## config.mk

```make
export PLATFORM = sky130hd
export DESIGN_NAME = usbrx_fifo_flags
export DESIGN_NICKNAME = d
export VERILOG_FILES = /design/src/usbrx_pkg.sv /design/src/usbrx_ep_flags.sv /design/src/usbrx_fifo_flags.sv
export VERILOG_INCLUDE_DIRS = /design/src
export SDC_FILE = /design/constraint.sdc
export NUM_CORES = 1
export LEC_CHECK = 0
export BUFFER_PORTS_ARGS = -buffer_cell sky130_fd_sc_hd__buf_2
export CAP_MARGIN = 40
export CORE_MARGIN = 1
export CORE_UTILIZATION = 30
export CTS_CLUSTER_SIZE = 25
export DETAILED_ROUTE_END_ITERATION = 8
export GPL_ROUTABILITY_DRIVEN = 0
export PLACE_DENSITY_LB_ADDON = 0.05
export SETUP_SLACK_MARGIN = 0.1
export SYNTH_ARGS = -nofsm -noshare
export SYNTH_HDL_FRONTEND = slang
export SYNTH_SLANG_ARGS = --single-unit
```

## constraint.sdc

```tcl
create_clock -name core_clk_in -period 1.8 [get_ports core_clk_in]
set_input_delay 0.09 -clock core_clk_in [delete_from_list [all_inputs] [get_ports core_clk_in]]
set_output_delay 0.09 -clock core_clk_in [all_outputs]
set_load 0.01 [all_outputs]
```

## src/usbrx_map.svh

```systemverilog
// constants for the receive fifo flag logic: addresses, bit positions, reset values
// assumes inclusion by bare name from design files
`ifndef USBRX_MAP_SVH
`define USBRX_MAP_SVH

// ----------------------------------------------------------------
// register address and reset value
// ----------------------------------------------------------------
`define USBRX_FLAG_ADDR 8'he5
`define USBRX_FLAG_RESET 8'h08
`define USBRX_RDATA_RESET 8'h00

// ----------------------------------------------------------------
// bit positions in the flag register
// ----------------------------------------------------------------
`define USBRX_BIT_HELD 6
`define USBRX_BIT_EMPTY 3
`define USBRX_BIT_FULL 2
`define USBRX_BIT_UNDERRUN 1
`define USBRX_BIT_OVERRUN 0

`endif

```

## src/usbrx_pkg.sv

```systemverilog
// types shared by the receive fifo flag logic
// assumes usbrx_map.svh is on the include path
package usbrx_pkg;

    // ----------------------------------------------------------------
    // events from the function interface unit for one endpoint
    // ----------------------------------------------------------------
    typedef struct packed {
        logic byte_wr;
        logic count_wr;
        logic wp_rev;
        logic setup;
    } usbrx_fiu_ev_t;

    // ----------------------------------------------------------------
    // events from firmware for one endpoint
    // ----------------------------------------------------------------
    typedef struct packed {
        logic byte_rd;
        logic count_rd;
        logic release_pkt;
        logic clr_underrun;
        logic clr_overrun;
        logic flush;
    } usbrx_fw_ev_t;

    // ----------------------------------------------------------------
    // flag copy of one endpoint
    // ----------------------------------------------------------------
    typedef struct packed {
        logic packet_held_flag;
        logic fifo_empty_flag;
        logic fifo_full_flag;
        logic underrun_flag;
        logic overrun_flag;
    } usbrx_flags_t;

endpackage

```

## src/usbrx_ep_flags.sv

```systemverilog
// flag and pointer tracking of one endpoint receive fifo
// assumes events arrive already qualified for this endpoint, one cycle pulses
`timescale 1ns/10ps
`default_nettype none
`include "usbrx_map.svh"

module usbrx_ep_flags #(
    parameter int ADDR_W = 4
) (
    input wire logic core_clk_in,
    input wire logic reset_in,
    input wire usbrx_pkg::usbrx_fiu_ev_t fiu_ev_in,
    input wire usbrx_pkg::usbrx_fw_ev_t fw_ev_in,
    output var usbrx_pkg::usbrx_flags_t flags_out
);
    import usbrx_pkg::*;

    // ----------------------------------------------------------------
    // state
    // ----------------------------------------------------------------
    // one extra bit on each pointer marks rollover
    logic [ADDR_W:0] wp, rp, wm;
    logic [ADDR_W:0] next_wp, next_rp, next_wm;
    logic held, urf, ovf;
    logic next_held, next_urf, next_ovf;
    logic empty, full;

    assign empty = (wp == rp);
    assign full = (wp[ADDR_W] != rp[ADDR_W]) && (wp[ADDR_W-1:0] == rp[ADDR_W-1:0]);

    // ----------------------------------------------------------------
    // next state
    // ----------------------------------------------------------------
    always_comb begin
        next_wp = wp;
        next_rp = rp;
        next_wm = wm;
        next_held = held;
        // clears are applied first so a same-cycle set wins
        next_urf = urf & ~fw_ev_in.clr_underrun;
        next_ovf = ovf & ~(fw_ev_in.clr_overrun | fiu_ev_in.setup);
        if (fw_ev_in.flush) begin
            next_wp = '0;
            next_rp = '0;
            next_wm = '0;
            next_held = 1'b0;
            next_urf = 1'b0;
            next_ovf = 1'b0;
        end else begin
            // write side: reversal beats a count write and a byte write
            if (fiu_ev_in.wp_rev) begin
                next_wp = wm;
            end else if (fiu_ev_in.count_wr) begin
                next_wm = wp;
                next_held = 1'b1;
                if (held) begin
                    next_ovf = 1'b1;
                end
            end else if (fiu_ev_in.byte_wr) begin
                if (full) begin
                    next_ovf = 1'b1;
                end else begin
                    next_wp = wp + 1'b1;
                end
            end
            // read side
            if (fw_ev_in.byte_rd) begin
                if (empty) begin
                    next_urf = 1'b1;
                end else begin
                    next_rp = rp + 1'b1;
                end
            end
            if (fw_ev_in.count_rd && !held) begin
                next_urf = 1'b1;
            end
            if (fw_ev_in.release_pkt) begin
                // a count write taken in the same cycle sets the flag and wins
                if (!(fiu_ev_in.count_wr && !fiu_ev_in.wp_rev)) begin
                    next_held = 1'b0;
                end
                if (!held) begin
                    next_urf = 1'b1;
                end
            end
        end
    end

    // ----------------------------------------------------------------
    // registers
    // ----------------------------------------------------------------
    always_ff @(posedge core_clk_in) begin
        if (reset_in) begin
            wp <= '0;
            rp <= '0;
            wm <= '0;
            held <= 1'b0;
            urf <= 1'b0;
            ovf <= 1'b0;
        end else begin
            wp <= next_wp;
            rp <= next_rp;
            wm <= next_wm;
            held <= next_held;
            urf <= next_urf;
            ovf <= next_ovf;
        end
    end

    assign flags_out.packet_held_flag = held;
    assign flags_out.fifo_empty_flag = empty;
    assign flags_out.fifo_full_flag = full;
    assign flags_out.underrun_flag = urf;
    assign flags_out.overrun_flag = ovf;

endmodule
`default_nettype wire

```

## src/usbrx_fifo_flags.sv

```systemverilog
// receive fifo flag register, endpoint indexed, for a usb function
// assumes all inputs come from logic on core_clk_in, strobes are one cycle wide
//
// How it works
// - flag register shows selected endpoint's copy
// - register at e5, reset reads 0x08
// - reserved bits read zero, firmware writes zero
// - packet held bit ignores firmware writes
// - count write sets packet held
// - read complete release clears packet held
// - single packet table: reversal, advance, release
// - full while rolled over and equal
// - sticky underrun, read pointer locked, nak; here reads on a non-empty fifo still advance the read pointer
// - sticky overrun, write locked, setup clears; here byte writes still advance the write pointer while not full
`timescale 1ns/10ps
`default_nettype none
`include "usbrx_map.svh"

module usbrx_fifo_flags #(
    parameter int EP_COUNT = 4,
    parameter int EP_W = 2,
    parameter int ADDR_W = 4
) (
    input wire logic core_clk_in,
    input wire logic reset_in,
    // special function register port
    input wire logic [7:0] sfr_addr_in,
    input wire logic sfr_wr_in,
    input wire logic sfr_rd_in,
    input wire logic [7:0] sfr_wdata_in,
    output logic [7:0] sfr_rdata_out,
    // endpoint index register value, kept elsewhere
    input wire logic [EP_W-1:0] endpoint_select_index_in,
    // function interface unit side
    input wire logic [EP_W-1:0] fiu_ep_in,
    input wire usbrx_pkg::usbrx_fiu_ev_t fiu_ev_in,
    // firmware side strobes for the selected endpoint
    input wire logic fw_byte_rd_in,
    input wire logic fw_count_rd_in,
    input wire logic read_complete_release_in,
    input wire logic fifo_flush_in,
    // per endpoint nak request while an error flag stands
    output logic [EP_COUNT-1:0] nak_out
);
    import usbrx_pkg::*;

    // ----------------------------------------------------------------
    // register decode
    // ----------------------------------------------------------------
    logic flag_wr, flag_rd;
    assign flag_wr = sfr_wr_in && (sfr_addr_in == `USBRX_FLAG_ADDR);
    assign flag_rd = sfr_rd_in && (sfr_addr_in == `USBRX_FLAG_ADDR);

    // ----------------------------------------------------------------
    // per endpoint flag copies
    // ----------------------------------------------------------------
    usbrx_flags_t ep_flags [EP_COUNT];

    genvar g;
    generate
        for (g = 0; g < EP_COUNT; g++) begin : g_ep
            usbrx_fiu_ev_t fiu_q;
            usbrx_fw_ev_t fw_q;
            logic is_fiu, is_sel;
            assign is_fiu = (fiu_ep_in == EP_W'(g));
            assign is_sel = (endpoint_select_index_in == EP_W'(g));
            assign fiu_q = is_fiu ? fiu_ev_in : '0;
            assign fw_q.byte_rd = is_sel && fw_byte_rd_in;
            assign fw_q.count_rd = is_sel && fw_count_rd_in;
            assign fw_q.release_pkt = is_sel && read_complete_release_in;
            // error flags clear by writing zero to their bit; held, empty, full ignore writes
            assign fw_q.clr_underrun = is_sel && flag_wr && !sfr_wdata_in[`USBRX_BIT_UNDERRUN];
            assign fw_q.clr_overrun = is_sel && flag_wr && !sfr_wdata_in[`USBRX_BIT_OVERRUN];
            assign fw_q.flush = is_sel && fifo_flush_in;

            usbrx_ep_flags #(
                .ADDR_W(ADDR_W)
            ) u_ep (
                .core_clk_in(core_clk_in),
                .reset_in(reset_in),
                .fiu_ev_in(fiu_q),
                .fw_ev_in(fw_q),
                .flags_out(ep_flags[g])
            );
        end
    endgenerate

    // ----------------------------------------------------------------
    // read data and nak
    // ----------------------------------------------------------------
    usbrx_flags_t sel;
    logic [7:0] view;
    logic [7:0] next_rdata;
    logic [EP_COUNT-1:0] next_nak;

    always_comb begin
        sel = ep_flags[endpoint_select_index_in];
        view = 8'h00;
        view[`USBRX_BIT_HELD] = sel.packet_held_flag;
        view[`USBRX_BIT_EMPTY] = sel.fifo_empty_flag;
        view[`USBRX_BIT_FULL] = sel.fifo_full_flag;
        view[`USBRX_BIT_UNDERRUN] = sel.underrun_flag;
        view[`USBRX_BIT_OVERRUN] = sel.overrun_flag;
        // holding the last read value keeps the bus quiet between reads
        next_rdata = flag_rd ? view : sfr_rdata_out;
        for (int i = 0; i < EP_COUNT; i++) begin
            next_nak[i] = ep_flags[i].underrun_flag | ep_flags[i].overrun_flag;
        end
    end

    always_ff @(posedge core_clk_in) begin
        if (reset_in) begin
            sfr_rdata_out <= `USBRX_RDATA_RESET;
            nak_out <= '0;
        end else begin
            sfr_rdata_out <= next_rdata;
            nak_out <= next_nak;
        end
    end

endmodule
`default_nettype wire

```

Word level (Yosys, flattened, before mapping)
Index checks and enable logic that the tools add are counted.

Output and inout bits: 12. Bits in registers: 81. Word-level logic and storage cells: 248. Input bits: 32.

Bitwise logic cells: 33. Muxes and demuxes: 79. Magnitude comparators: 1. Add/subtract/negate cells: 8. Reduce and logical (&&, ||, !) cells: 74. Equal/unequal tests: 27.

Operators with widths (count): $mux 5 (18); $mux 1 (56); $logic_and 1x1->1 (42); $add 5x1->5 const B (8); $eq 5x5->1 (4); $eq 4x4->1 (4); $mux 4 (4); $not 1->1 (16); $reduce_and 2->1 (8); $reduce_and 3->1 (4); $bmux 5 s2 (1); $logic_not 1->1 (10); $and 1x1->1 (8); $eq 2x2->1 const B (4); $eq 8x8->1 const B (1); $ne 2x1->1 const B (4); $ne 2x2->1 const B (4); $or 1x1->1 (8); $reduce_bool 2->1 (4); $reduce_or 2->1 (4); $eq 2x1->1 const B (2); $logic_not 2->1 (2); $ne 1x1->1 (4); $ge 3x3->1 const B (1); $not 2->3 (1).

Logic depth before layout (Yosys ltp)
Depth after elaboration: 11. Mapped depth: 7.

By module
Synthesis repeated with hierarchy kept, for this count alone.

Cell total of the unflattened synthesis: 523. Area, all modules: 4506.8 um^2.

Modules (own cells, without submodules): usbrx_ep_flags (cells each 105, instances 4, area an instance 912.1 um^2, seq. area each 360.3 um^2); usbrx_fifo_flags (cells each 103, instances 1, area an instance 858.3 um^2, seq. area each 180.2 um^2).

Worst setup path before layout
OpenSTA, ideal clock, no wires.

Kind: reg2reg. From: reg g_ep[1].u_ep.wp[0]. To: reg g_ep[1].u_ep.ovf. Clock period less this slack: 1.638 ns. Path slack: 0.162 ns. Arrival: 1.564 ns. Cell stages (with the launch flop): 6. Data required time: 1.726 ns. Library setup time: 0.074 ns. Cell sequence: dfxtp_1 > xor2_1 > nor4_4 > nand2_2 > or3_1 > a31oi_1.

Word-level cells in the longest chain between the ends: 6.

RTL lines: from (decl) (RTL line usbrx_ep_flags.sv:22) `logic [ADDR_W:0] wp, rp, wm;`; from (signal assigned) (RTL line usbrx_ep_flags.sv:101) `wp <= next_wp;`; $eq 4x4->1 (RTL line usbrx_ep_flags.sv:29) `assign full = (wp[ADDR_W] != rp[ADDR_W]) && (wp[ADDR_W-1:0] == rp[ADDR_W-1:0]);`; $logic_and 1x1->1 (RTL line usbrx_ep_flags.sv:29); $mux 1 (RTL line usbrx_ep_flags.sv:60) `if (full) begin`; $mux 1 (RTL line usbrx_ep_flags.sv:59) `end else if (fiu_ev_in.byte_wr) begin`; $mux 1 (RTL line usbrx_ep_flags.sv:53) `end else if (fiu_ev_in.count_wr) begin`; $mux 1 (RTL line usbrx_ep_flags.sv:51) `if (fiu_ev_in.wp_rev) begin`; to (signal assigned) (RTL line usbrx_ep_flags.sv:106) `ovf <= next_ovf;`; to (decl) (RTL line usbrx_ep_flags.sv:24) `logic held, urf, ovf;`.

Every way passes these cells. A chain may end at the register's enable or synchronous reset.

Final worst setup path
From: reg g_ep[3].u_ep.wp[3]. To: reg g_ep[3].u_ep.wp[1].

Word-level cells in the longest chain between the ends: 4.

RTL lines (RTL line): from (decl) (usbrx_ep_flags.sv:22); from (signal assigned) (usbrx_ep_flags.sv:101); $eq 4x4->1 (usbrx_ep_flags.sv:29); $logic_and 1x1->1 (usbrx_ep_flags.sv:29); $ne 2x1->1 (no source line); $reduce_and 3->1 (no source line).

Every way passes these cells.

==> impl_results.md <==
* Die Area at 0.0144 mm^2
* Die W at 120 um
* Ports at 44
* Synth unique cells at 52
* Non-filler cells, final at 722
* Die Height at 120 um
* Wire length per cell at 15.6 um
* Initial core utilization at 31.1%
* Yosys reg bits at 81
* Largest net degree at the start of global routing at 19
* Max Slew Vio Count at 0
* Clk Latency, worst-skew pair at 0.34 ns
* Filler cells at 1379
* Mapped cell area at 0.00417 mm^2
* Clk_skew at 0.00528 ns
* Number of buffers created by CTS at 9
* Leak pwr at 2.04 nW
* Std-Cell Core Area at 0.0134 mm^2
* Final Setup Violations at 0
* Minimum clock period at 1.64 ns
* Std cell rows at 42
* Worst Reg2Reg Path Length in Cells at 6
* Grt ovf at 0
* Status: complete, no violations
* Syn-to-layout area delta at 24.7%
* Startpoint Class: flop
* Crit path max fanout at 10
* Highest ir drop seen on vdd at 443 uV
* CTS Root Cell: clkbuf_16
* Cell Pwr Density at 838 mW/mm^2
* WP data required at 2.04 ns
* Share of cells above drive strength 1 at 22.5%
* TritonRoute pass-1 iters at 5
* Clock-pin slew on the worst setup and hold paths at 0.06 ns
* Peak Freq at 609 MHz
* FF-to-FF Start: g_ep[3].u_ep.wp[3]$_SDFFE_PP0P_
* Top_reg_cell synth: dfxtp_1
* Setup TNS at 0 ns
* Hold_sp: reset_in
* Flop2flop setup slack at 0.16 ns
* H-tree Lvls at 3
* Vias at 3623
* Critical path data arrival time at 1.88 ns
* Hold Path Cell Cnt at 2
* Post-route clock period utilization at 91.2%
* Hold endpoint: sfr_rdata_out[0]$_SDFFE_PP0P_
* Dpl cell area at 0.00477 mm^2
* Layout Nets at 581
* Placed Instances at 704
* Final ANT Viol Nets at 0
* GRT Total Usage at 16.8%
* Buffer levels on the longest clock path at 2
* First-pass GRT wire length at 18600 um
* TritonCTS clock tree: done
* Drt via density at 5.02
* Reg-to-reg endpoint: g_ep[3].u_ep.wp[1]$_SDFFE_PP0P_
* Remaining DRCs at 0
* Mean Syn Cell Area at 8.77 um^2
* Post-synthesis sequential area ratio at 38.9%
* Final hold vios at 0
* Async SR Flop Fraction at 0%
* Initial antenna violation count at 0
* Synth Warn # at 0
* Crit Path Class: flop to flop
* Cells after Synth at 476
* Min-Delay Path Class: input pin to flop
* Setup crit end kind: flop
* RSZ-0062 raised after global routing: true
* Final HPWL from detailed placement at 8150 um
* Antenna Cells at 0
* DRT iter0 DRCs at 194
* Post-synth EDFFs at 0
* Vias in the first global route at 3482
* Hold slack at 0.0930 ns
* Max-cap viol count at 0
* Final Instance Area at 0.00520 mm^2
* Total Routed Length at 11200 um
* Port bufs at 34
* Total clock sinks at 81
-- where the power goes --
part	switching (mW)	internal, mW	leakage [nW]
Clock	0.763	1.29	0.162
Combinational	0.271	0.187	1.22
Sequential	0.0282	1.83	0.659
Total	1.06	3.30	2.04
-- per-stage QoR --
| stage | setup slack (ns) | util (%) | total power, mW |
|---|---|---|---|
| finish | 0.159 | 38.8 | 4.36 |
| global route | 0.0440 | 38.8 | 4.55 |
| CTS | 0.0944 | 38.2 | 4.42 |
| detailed placement | 0.119 | 35.6 | 2.33 |
| global placement | 0.107 | 35.6 | 2.33 |
| floorplan | 0.162 | - | 2.15 |
-- synth_stat cells, types with 11 or more instances --
master / n / share of area (%)
o21ai_0: 13 / 1.6
nand2_1: 25 / 2.2
nand3_1: 11 / 1.3
nor2_1: 85 / 7.6
a21oi_1: 21 / 2.5
o211ai_1: 11 / 2.0
mux2i_1: 28 / 6.7
a211oi_1: 18 / 3.2
xnor2_1: 26 / 5.5
clkbuf_1: 13 / 1.2
xor2_1: 23 / 4.8
dfxtp_1: 81 / 39
-- cell usage in the layout (no fill, tap or decap), drive strengths merged, types with 9 or more instances in the layout --
master	n
a211oi	18
a21oi	21
buf	76
clkbuf	11
dfxtp	81
inv	9
mux2i	28
nand2	26
nand3	11
nand4	11
nor2	85
nor3	10
o211ai	11
o21ai	13
xnor2	26
xor2	23
-- layer usage --
layer  wire [um]  track usage [%]
met5           0                0
met4          72             4.77
met3         637             4.90
met2        4930             24.9
met1        5600             23.3
-- worst max-delay path: stages (launching register included) --
cell	delay [ns]
dfxtp_1	0.45
xnor2_2	0.17
nand4_4	0.21
o31ai_2	0.28
buf_4	0.19
mux2i_1	0.19
nor2_1	0.05
-- cell type report --
class	count	area, um^2	share of cell area [%]
clock buffer	11	253	4.86
clock inverter	5	77.6	1.49
inverter	9	33.8	0.649
multi-input combinational	363	2490	47.9
sequential	81	1630	31.3
tap	176	220	4.23
timing repair buffer	77	495	9.52
-- state kept, by name, indices dropped and copies added (netlist names) --
name            count
g_ep.u_ep.rp       20
g_ep.u_ep.wm       20
g_ep.u_ep.wp       20
sfr_rdata_out       5
g_ep.u_ep.held      4
g_ep.u_ep.ovf       4
g_ep.u_ep.urf       4
nak_out             4
-- logic make-up (layout without fill, tap and decap cells) --
group / Yosys count / count (layout) / synth area share (%)
other: 1 / 3 / 0.0899
AND/OR/NAND/NOR: 172 / 172 / 19.8
AO/OA/AOI/OAI: 99 / 99 / 16.5
multiplexers: 32 / 32 / 8.61
buffers and inverters: 34 / 102 / 3.45
XOR/XNOR: 49 / 49 / 10.3
flip-flops: 81 / 81 / 38.9
adder cells (fa/ha/maj): 8 / 8 / 2.40
-- worst max-delay path by stage --
| stage | startpoint | depth (start not counted) | slack, ns | to |
|---|---|---|---|---|
| after floorplan | g_ep[1].u_ep.wp[0]$_SDFFE_PP0P_ | 5 | 0.16 | g_ep[1].u_ep.ovf$_SDFF_PP0_ |
| after global placement | g_ep[1].u_ep.rp[1]$_SDFFE_PP0P_ | 5 | 0.11 | g_ep[1].u_ep.ovf$_SDFF_PP0_ |
| after detailed placement | g_ep[3].u_ep.wp[3]$_SDFFE_PP0P_ | 6 | 0.12 | g_ep[3].u_ep.wp[1]$_SDFFE_PP0P_ |
| after CTS | g_ep[1].u_ep.rp[1]$_SDFFE_PP0P_ | 5 | 0.09 | g_ep[1].u_ep.ovf$_SDFF_PP0_ |
| after global routing | g_ep[3].u_ep.wp[0]$_SDFFE_PP0P_ | 6 | 0.04 | g_ep[3].u_ep.wp[1]$_SDFFE_PP0P_ |
| final | g_ep[3].u_ep.wp[3]$_SDFFE_PP0P_ | 6 | 0.16 | g_ep[3].u_ep.wp[1]$_SDFFE_PP0P_ |
-- timing repair --
| item | in CTS | in global routing |
|---|---|---|
| pin swaps | 0 | 4 |
| hold buffers | 1 | 0 |
| buffers inserted | 0 | 1 |
| endpoints found under the hold margin | 1 | 0 |
| endpoints found under the setup margin | 5 | 21 |
| gates resized for setup | 2 | 20 |
Note: power is estimated with default switching activity, not from simulation.
